===== config.mk =====
export PLATFORM = sky130hd
export DESIGN_NAME = ihx_host
export DESIGN_NICKNAME = d
export VERILOG_FILES = /design/src/hw/ihx_baud_gen.v /design/src/hw/ihx_host.v
export VERILOG_INCLUDE_DIRS = /design/src /design/src/hw
export SDC_FILE = /design/constraint.sdc
export NUM_CORES = 1
export LEC_CHECK = 0
export BUFFER_PORTS_ARGS = -buffer_cell sky130_fd_sc_hd__buf_2
export CORE_MARGIN = 2
export CORE_UTILIZATION = 40
export CTS_BUF_LIST = sky130_fd_sc_hd__clkbuf_2 sky130_fd_sc_hd__clkbuf_4 sky130_fd_sc_hd__clkbuf_8
export DETAILED_ROUTE_END_ITERATION = 6
export MAX_ROUTING_LAYER = met4
export REMOVE_ABC_BUFFERS = 1
export SLEW_MARGIN = 20
export SYNTH_ARGS = -nofsm -noshare
export SYNTH_HDL_FRONTEND = slang
export SYNTH_SLANG_ARGS = --single-unit

===== constraint.sdc =====
create_clock -name sys_clk -period 6.15 [get_ports sys_clk]
set_clock_uncertainty 0.1 [all_clocks]
set_input_delay 0.3075 -clock sys_clk [delete_from_list [all_inputs] [get_ports sys_clk]]
set_output_delay 0.3075 -clock sys_clk [all_outputs]
set_load 0.05 [all_outputs]

===== src/hw/ihx_consts.vh =====
// Shared constants for the I2C host transfer and arbitration block.
// Assumes inclusion by bare name from the design files.
`ifndef IHX_CONSTS_VH
`define IHX_CONSTS_VH
// ----------------------------------------
// Reset values and sizes
// ----------------------------------------
`define IHX_BAUD_RESET   8'h13
`define IHX_BAUD_MIN     8'h03
`define IHX_BITS_BYTE    4'h8
`define IHX_BIT_ACK      4'h9
`define IHX_SYNC_STAGES  2
`endif


===== src/hw/ihx_baud_gen.v =====
// Reload-based baud counter giving one pulse per baud period.
// Assumes reload value is stable while a transfer runs.
`timescale 1ns/1ps
`include "ihx_consts.vh"
module ihx_baud_gen #(
  parameter WIDTH = 8
) (
  input  wire             sys_clk,
  input  wire             rst,
  input  wire             run,
  input  wire             reload,
  input  wire [WIDTH-1:0] reloadValue,
  output reg              rollover
);
  reg [WIDTH-1:0] count_q;
  // ----------------------------------------
  // Count down, reload on demand or rollover
  // ----------------------------------------
  always @(posedge sys_clk or posedge rst)
  begin
    if (rst)
    begin
      count_q  <= {WIDTH{1'b0}};
      rollover <= 1'b0;
    end
    else
    begin
      rollover <= 1'b0;
      if (reload || !run)
        count_q <= reloadValue;
      else if (count_q == {WIDTH{1'b0}})
      begin
        count_q  <= reloadValue;
        rollover <= 1'b1;
      end
      else
        count_q <= count_q - {{(WIDTH-1){1'b0}}, 1'b1};
    end
  end
endmodule // ihx_baud_gen


===== src/hw/ihx_host.v =====
// I2C host byte engine with collision and bus-free tracking.
// Assumes open-drain pins resolved outside; control bits are pulses/levels from software.
`timescale 1ns/1ps
`include "ihx_consts.vh"
module ihx_host #(
  parameter BAUD_WIDTH = 8
) (
  input  wire                  sys_clk,
  input  wire                  rst,
  input  wire                  portEnable,
  input  wire [BAUD_WIDTH-1:0] baudReloadValue,
  input  wire                  bufWrite,
  input  wire [7:0]            bufWriteData,
  input  wire                  bufRead,
  output reg  [7:0]            serialDataBuffer,
  input  wire                  startRequestSet,
  input  wire                  restartRequestSet,
  input  wire                  stopRequestSet,
  input  wire                  receiveRequestSet,
  input  wire                  ackSequenceRequestSet,
  input  wire                  ackValueBit,
  input  wire                  writeCollisionClear,
  input  wire                  portInterruptClear,
  input  wire                  busCollisionClear,
  input  wire                  overflowClear,
  output reg                   startRequest,
  output reg                   restartRequest,
  output reg                   stopRequest,
  output reg                   receiveRequest,
  output reg                   ackSequenceRequest,
  output reg                   bufferFullFlag,
  output reg                   writeCollisionFlag,
  output reg                   receiveOverflowFlag,
  output reg                   ackStatusBit,
  output reg                   portInterruptFlag,
  output reg                   busCollisionFlag,
  output reg                   startSeen,
  output reg                   stopSeen,
  output wire                  sclOut,
  output wire                  sclOe,
  input  wire                  sclIn,
  output wire                  sdaOut,
  output wire                  sdaOe
  ,input wire                  sdaIn
);
  // ----------------------------------------
  // States
  // ----------------------------------------
  localparam [2:0] ST_IDLE  = 3'h0;
  localparam [2:0] ST_START = 3'h1;
  localparam [2:0] ST_RSTRT = 3'h2;
  localparam [2:0] ST_XMIT  = 3'h3;
  localparam [2:0] ST_RECV  = 3'h4;
  localparam [2:0] ST_ACK   = 3'h5;
  localparam [2:0] ST_STOP  = 3'h6;

  reg [2:0] state_q;
  reg [2:0] phase_q;      // Sub-step inside a condition
  reg [3:0] bitCnt_q;
  reg [7:0] shift_q;
  reg       sclLow_q;     // 1 = drive SCL low
  reg       sdaLow_q;     // 1 = drive SDA low
  reg       sclHalf_q;    // 0 = low half of bit, 1 = high half
  reg       waitHigh_q;   // SCL released, waiting for it to read high

  // ----------------------------------------
  // Pin synchronisers (two flops each)
  // ----------------------------------------
  reg [1:0] sclSync_q;
  reg [1:0] sdaSync_q;
  reg       sclPrev_q;
  reg       sdaPrev_q;
  wire      sclHi = sclSync_q[1];
  wire      sdaHi = sdaSync_q[1];
  always @(posedge sys_clk or posedge rst)
  begin
    if (rst)
    begin
      sclSync_q <= 2'h3;
      sdaSync_q <= 2'h3;
      sclPrev_q <= 1'b1;
      sdaPrev_q <= 1'b1;
    end
    else
    begin
      sclSync_q <= {sclSync_q[0], sclIn};
      sdaSync_q <= {sdaSync_q[0], sdaIn};
      sclPrev_q <= sclSync_q[1];
      sdaPrev_q <= sdaSync_q[1];
    end
  end

  // Bus conditions seen by any host
  wire busStart = sclHi && sclPrev_q && sdaPrev_q && !sdaHi;
  wire busStop  = sclHi && sclPrev_q && !sdaPrev_q && sdaHi;

  // Open-drain pins: output always 0, enable when pulling low
  assign sclOut = 1'b0;
  assign sdaOut = 1'b0;
  assign sclOe  = sclLow_q;
  assign sdaOe  = sdaLow_q;

  // ----------------------------------------
  // Baud generator, period (reload+1)*... per half bit
  // ----------------------------------------
  wire baudTick;
  wire baudRun    = (state_q != ST_IDLE) && !waitHigh_q;
  wire baudReload = waitHigh_q;
  ihx_baud_gen #(
    .WIDTH (BAUD_WIDTH)
  ) uBaud (
    .sys_clk     (sys_clk),
    .rst         (rst),
    .run         (baudRun),
    .reload      (baudReload),
    .reloadValue (baudReloadValue),
    .rollover    (baudTick)
  );

  wire busy = (state_q != ST_IDLE);
  // Expecting SDA high while SCL high, but another host pulls it low
  // Judged only in the high half: sync lag on a fresh bit and the client ack are not a rival
  wire ackSlot = (state_q == ST_XMIT) && (bitCnt_q == `IHX_BITS_BYTE);
  wire arbLost = sclHalf_q && !ackSlot && !sdaLow_q && sclHi && !sdaHi && !waitHigh_q;

  // ----------------------------------------
  // Main engine
  // ----------------------------------------
  always @(posedge sys_clk or posedge rst)
  begin
    if (rst)
    begin
      state_q             <= ST_IDLE;
      phase_q             <= 3'h0;
      bitCnt_q            <= 4'h0;
      shift_q             <= 8'h00;
      sclLow_q            <= 1'b0;
      sdaLow_q            <= 1'b0;
      sclHalf_q           <= 1'b0;
      waitHigh_q          <= 1'b0;
      serialDataBuffer    <= 8'h00;
      startRequest        <= 1'b0;
      restartRequest      <= 1'b0;
      stopRequest         <= 1'b0;
      receiveRequest      <= 1'b0;
      ackSequenceRequest  <= 1'b0;
      bufferFullFlag      <= 1'b0;
      writeCollisionFlag  <= 1'b0;
      receiveOverflowFlag <= 1'b0;
      ackStatusBit        <= 1'b0;
      portInterruptFlag   <= 1'b0;
      busCollisionFlag    <= 1'b0;
      startSeen           <= 1'b0;
      stopSeen            <= 1'b0;
    end
    else if (!portEnable)
    begin
      state_q        <= ST_IDLE;
      sclLow_q       <= 1'b0;
      sdaLow_q       <= 1'b0;
      waitHigh_q     <= 1'b0;
      startSeen      <= 1'b0;
      stopSeen       <= 1'b0;
      startRequest   <= 1'b0;
      restartRequest <= 1'b0;
      stopRequest    <= 1'b0;
      receiveRequest <= 1'b0;
      ackSequenceRequest <= 1'b0;
    end
    else
    begin
      // Software clears of sticky flags; hardware sets below win
      // no sleep gating, logic keeps running
      if (writeCollisionClear)
        writeCollisionFlag <= 1'b0;
      if (portInterruptClear)
        portInterruptFlag <= 1'b0;
      if (busCollisionClear)
        busCollisionFlag <= 1'b0;
      if (overflowClear)
        receiveOverflowFlag <= 1'b0;
      if (bufRead && state_q != ST_XMIT)
        bufferFullFlag <= 1'b0;

      // bus free tracking and stop interrupt
      if (busStart)
      begin
        startSeen <= 1'b1;
        stopSeen  <= 1'b0;
      end
      if (busStop)
      begin
        stopSeen  <= 1'b1;
        startSeen <= 1'b0;
        if (!busy)
          portInterruptFlag <= 1'b1;
      end

      // write collision on busy buffer write
      if (bufWrite && busy)
        writeCollisionFlag <= 1'b1;

      // wait for released SCL to read high
      if (waitHigh_q && sclHi)
        waitHigh_q <= 1'b0;

      case (state_q)
        ST_IDLE:
        begin
          phase_q <= 3'h0;
          if (bufWrite)
          begin
            serialDataBuffer <= bufWriteData;
            shift_q          <= bufWriteData;
            bufferFullFlag   <= 1'b1;
            bitCnt_q         <= 4'h0;
            sclHalf_q        <= 1'b0;
            sclLow_q         <= 1'b1;
            state_q          <= ST_XMIT;
          end
          else if (startRequestSet)
          begin
            startRequest <= 1'b1;
            if (!sclHi || !sdaHi)
            begin
              busCollisionFlag <= 1'b1;
              startRequest     <= 1'b0;
            end
            else
              state_q <= ST_START;
          end
          else if (restartRequestSet)
          begin
            restartRequest <= 1'b1;
            sclLow_q       <= 1'b1;
            state_q        <= ST_RSTRT;
          end
          else if (stopRequestSet)
          begin
            stopRequest <= 1'b1;
            sdaLow_q    <= 1'b1;
            state_q     <= ST_STOP;
          end
          else if (ackSequenceRequestSet)
          begin
            ackSequenceRequest <= 1'b1;
            sclLow_q           <= 1'b1;
            sdaLow_q           <= !ackValueBit;
            state_q            <= ST_ACK;
          end
          else if (receiveRequestSet)
          begin
            receiveRequest <= 1'b1;
            bitCnt_q       <= 4'h0;
            sclHalf_q      <= 1'b0;
            sclLow_q       <= 1'b1;
            sdaLow_q       <= 1'b0;
            state_q        <= ST_RECV;
          end
        end

        ST_START:
        begin
          if (phase_q == 3'h0 && !sclHi)
          begin
            busCollisionFlag <= 1'b1;
            startRequest     <= 1'b0;
            state_q          <= ST_IDLE;
          end
          else if (baudTick)
          begin
            if (phase_q == 3'h0)
            begin
              sdaLow_q <= 1'b1;
              phase_q  <= 3'h1;
            end
            else
            begin
              sclLow_q          <= 1'b1;
              startRequest      <= 1'b0;
              portInterruptFlag <= 1'b1;
              state_q           <= ST_IDLE;
            end
          end
        end

        ST_XMIT, ST_RECV, ST_ACK, ST_RSTRT, ST_STOP:
        begin
          if (arbLost && (state_q != ST_RECV) && !(state_q == ST_STOP && phase_q == 3'h0))
          begin
            busCollisionFlag   <= 1'b1;
            bufferFullFlag     <= (state_q == ST_XMIT) ? 1'b0 : bufferFullFlag;
            sclLow_q           <= 1'b0;
            sdaLow_q           <= 1'b0;
            restartRequest     <= 1'b0;
            stopRequest        <= 1'b0;
            ackSequenceRequest <= 1'b0;
            state_q            <= ST_IDLE;
          end
          else if (state_q == ST_STOP && phase_q == 3'h1)
          begin
            // Stop done once seen on the bus
            if (busStop)
            begin
              stopRequest       <= 1'b0;
              portInterruptFlag <= 1'b1;
              state_q           <= ST_IDLE;
            end
          end
          else if (baudTick)
          begin
            if (!sclHalf_q)
            begin
              sclLow_q   <= 1'b0;
              waitHigh_q <= 1'b1;
              sclHalf_q  <= 1'b1;
              if (state_q == ST_XMIT && bitCnt_q == `IHX_BITS_BYTE)
                ackStatusBit <= !sdaHi ? 1'b0 : 1'b1;
            end
            else
            begin
              sclLow_q  <= 1'b1;
              sclHalf_q <= 1'b0;
              bitCnt_q  <= bitCnt_q + 4'h1;
              case (state_q)
                ST_XMIT:
                begin
                  if (bitCnt_q == `IHX_BITS_BYTE)
                  begin
                    portInterruptFlag <= 1'b1;
                    state_q           <= ST_IDLE;
                  end
                  else if (bitCnt_q == 4'h7)
                  begin
                    bufferFullFlag <= 1'b0;
                    sdaLow_q       <= 1'b0;
                  end
                  else
                    sdaLow_q <= !shift_q[3'h6 - bitCnt_q[2:0]];
                end
                ST_RECV:
                begin
                  shift_q <= {shift_q[6:0], sdaHi};
                  if (bitCnt_q == 4'h7)
                  begin
                    receiveRequest    <= 1'b0;
                    serialDataBuffer  <= {shift_q[6:0], sdaHi};
                    bufferFullFlag    <= 1'b1;
                    portInterruptFlag <= 1'b1;
                    if (bufferFullFlag && !bufRead)
                      receiveOverflowFlag <= 1'b1;
                    state_q <= ST_IDLE;
                  end
                end
                default:
                begin
                  sdaLow_q           <= (state_q == ST_STOP) ? 1'b0 : sdaLow_q;
                  sclLow_q           <= (state_q == ST_STOP) ? 1'b0 : 1'b1;
                  if (state_q == ST_RSTRT)
                    sdaLow_q <= 1'b1;
                  // Own Stop finishes when seen, so it is not flagged twice
                  if (state_q == ST_STOP)
                    phase_q <= 3'h1;
                  else
                  begin
                    restartRequest     <= 1'b0;
                    ackSequenceRequest <= 1'b0;
                    portInterruptFlag  <= 1'b1;
                    state_q            <= ST_IDLE;
                  end
                end
              endcase
            end
          end
          // First bit placed as transfer starts, while SCL low
          if (state_q == ST_XMIT && bitCnt_q == 4'h0 && !sclHalf_q)
            sdaLow_q <= !shift_q[7];
        end

        default:
          state_q <= ST_IDLE;
      endcase
    end
  end
  // flags other than bufferFullFlag only cleared by software clears above; bufferFullFlag also clears in hardware
endmodule // ihx_host


==> results by group <==
Logic synthesis
  • Top cells by area, synth: dfrtp_1, nand2_1, nor2_1, dfstp_2, a21oi_1
  • Cells after Synth: 413
  • Synth area leader: dfrtp_1
  • Syn avg cell area: 8.677 um2
  • Post-synth EDFFs: 0
  • Sequential cell area fraction in the yosys report: 39.32%
  • Synth unique cells: 68
  • FFs w/ async S/R, synth: 100.0%
  • Top-area cell type share of the netlist area: 34.92%
  • Post-synthesis register bit count: 56
  • Top_reg_cell synth: dfrtp_1
  • Synthesized cell area: 0.003583 mm2
  • Synth top cells by count: dfrtp_1, nand2_1, nor2_1
  • Synth warn: 0

Floorplan
  • Die area: 0.009732 mm2
  • Die height: 98.65 um
  • Core area: 0.008721 mm2
  • Starting Density: 41.09%
  • IO Count: 58
  • Die W: 98.65 um
  • Site Rows: 34

GRT
  • GRT overflow: 0
  • Pin count of the biggest net entering global routing: 57
  • Number of global-route vias before repair: 3,049
  • Total track usage: 20.14%
  • First-pass GRT wire length: 15,580 um
  • Initial antenna violation count: 0

CTS
  • Num CTS Buffers: 5
  • H-tree levels: 2
  • Clock Latency Late Sink: 0.31 ns
  • Cts hold-fix bufs: 2
  • Clk sinks: 56
  • Resize count post-CTS: 0
  • Root Buffer: clkbuf_8
  • Clock slew at reported path FFs: 0.11 ns
  • CTS tree: done
  • Post-CTS Setup Repair Bufs: 0
  • CTS max path bufs: 2

Timing
  • Final hold vios: 0
  • Fmax: 310.7 MHz
  • Setup TNS: 0 ns
  • Max Slew Vio Count: 0
  • Tmin final: 3.218 ns
  • Normalized max-slew margin: 25.65%
  • Final Setup Violations: 0
  • RSZ-0062 raised after global routing: no
  • Final period utilization: 52.33%
  • Fin worst setup slack: 2.932 ns
  • Final hold slack: 0.09070 ns
  • Slew of the pin with the lowest slew margin: 1.115 ns

Setup path
  • Reg2reg path depth: 6
  • Worst reg2reg endpoint: serialDataBuffer[2]$_DFFE_PP0P_
  • Crit path required time: 6.30 ns
  • Worst setup startpoint: state_q[0]$_DFFE_PP0P_
  • Worst reg2reg path startpoint: state_q[0]$_DFFE_PP0P_
  • Crit Path Class: reg2reg
  • Worst setup SP type: flop
  • Worst reg2reg setup slack: 2.93 ns
  • Critical Path Fanout Max: 33
  • CP Capture Type: flop
  • Critical Path AT: 3.37 ns

Power and ir drop
  • Peak supply drop: 0.2448 mV
  • Leakage: 1.661 nW
  • Overall power: 1.858 mW
  • PwrDens: 464.6 mW/mm2

Route
  • Antenna Violating Nets Remaining: 0
  • TritonRoute pass-1 iters: 5
  • DR vias/cell: 5.810
  • Post-Route WL: 9424 um
  • Post-DR wirelength/cell: 16.92 um
  • Vias: 3,236
  • Drt first-iter violations: 279
  • DRC viols: 0

Finish
  • Final core utilization: 45.85%
  • Layout area overhead: 11.59%
  • Layout cells sized above 1: 21.60%
  • ANT cells: 0
  • Nets@finish: 485
  • # fillers: 867
  • Fin cells: 557
  • Fin area: 0.003999 mm2

Place
  • Placed inst area: 0.003842 mm2
  • Setup slack after placement: 2.997 ns
  • Buffers added on ports: 55
  • Placed insts: 547
  • Post-DP HPWL: 6521 um
  • RD Place Congestion: 0.9048

Outcome
  • Status: completed

Run
  • Maxcap violations: 0

Min path
  • Min-delay worst type: in2async
[layer usage]
layer  track usage (%)  part of all wire, %  up-vias
li1                  -                    -     1554
met1             28.69                   48     1575
met2             30.61                   46       97
met3             2.482                  4.1       10
met4             5.374                  1.4        0
met5                 -                    0        -
[cells by family (layout without fill, tap and decap cells)]
logic type	count (synthesis)	count (layout)	share of synthesized area, %
AOI/OAI and AO/OA	117	117	22.63
xor gates and xnor gates	7	7	1.711
adders and majority gates	4	4	1.397
buffers and inverters	45	80	6.005
DFF	56	56	39.32
muxes	14	14	5.203
other	1	2	0.1046
and+or+nand+nor	169	169	23.64
[worst max-delay path by stage]
stage	slack (ns)	end
finish	2.93	serialDataBuffer[2]$_DFFE_PP0P_
global route	2.70	serialDataBuffer[2]$_DFFE_PP0P_
CTS	2.97	serialDataBuffer[2]$_DFFE_PP0P_
detailed placement	3.00	serialDataBuffer[2]$_DFFE_PP0P_
global placement	3.11	serialDataBuffer[3]$_DFFE_PP0P_
floorplan	3.68	bitCnt_q[0]$_DFFE_PP0P_
[cell usage in the layout, fill, tap and decap left out, drive strengths merged, types with 3 or more instances in the layout]
| master | synthesis | layout |
|---|---|---|
| nor2 | 47 | 47 |
| o21a | 3 | 3 |
| nor2b | 6 | 6 |
| xnor2 | 4 | 4 |
| nand2 | 51 | 51 |
| dfrtp | 50 | 50 |
| mux4 | 3 | 3 |
| buf | 16 | 56 |
| mux2i | 4 | 4 |
| a31oi | 13 | 13 |
| o41ai | 4 | 4 |
| nand4 | 4 | 4 |
| nand3 | 7 | 7 |
| mux2 | 7 | 7 |
| ha | 4 | 4 |
| or4 | 4 | 4 |
| xor2 | 3 | 3 |
| clkbuf | 15 | 6 |
| and2 | 3 | 3 |
| inv | 14 | 14 |
| o22a | 17 | 17 |
| o32ai | 4 | 4 |
| nand3b | 6 | 6 |
| or2 | 6 | 6 |
| nor3 | 14 | 14 |
| dfstp | 6 | 6 |
| o21ai | 19 | 19 |
| o211ai | 4 | 4 |
| or3 | 4 | 4 |
| nand2b | 8 | 8 |
| a21oi | 33 | 33 |
[sequential cells by signal, summed over array words and instances (netlist names), 2 cells and up]
register          count
bitCnt_q              4
sclSync_q             2
sdaSync_q             2
serialDataBuffer      8
shift_q               8
state_q               3
uBaud.count_q         8
[power breakdown]
group	internal (mW)	leakage [nW]	switching [mW]	total, mW
sequential	0.492	0.679	0.174	0.666
combinational	0.330	0.913	0.567	0.898
clock	0.167	0.0688	0.127	0.294
total	0.989	1.66	0.868	1.86
[final cells by class]
class / instances / area, um2 / area share (%)
multi-input combinational: 313 / 1963 / 49.09
sequential: 56 / 1409 / 35.23
timing repair buffer: 58 / 302.8 / 7.572
tap: 108 / 135.1 / 3.379
clock buffer: 6 / 76.32 / 1.909
clock inverter: 2 / 60.06 / 1.502
inverter: 14 / 52.55 / 1.314
[critical path, cell delays in order, from the launching register on]
cell      delay [ns]
dfrtp_1         1.05
nand2_2         0.27
or3_1           0.48
nand2b_1        0.45
nand3_1         0.17
a21oi_2         0.42
o22a_1          0.21
Note: power is estimated with default switching activity, not from simulation.
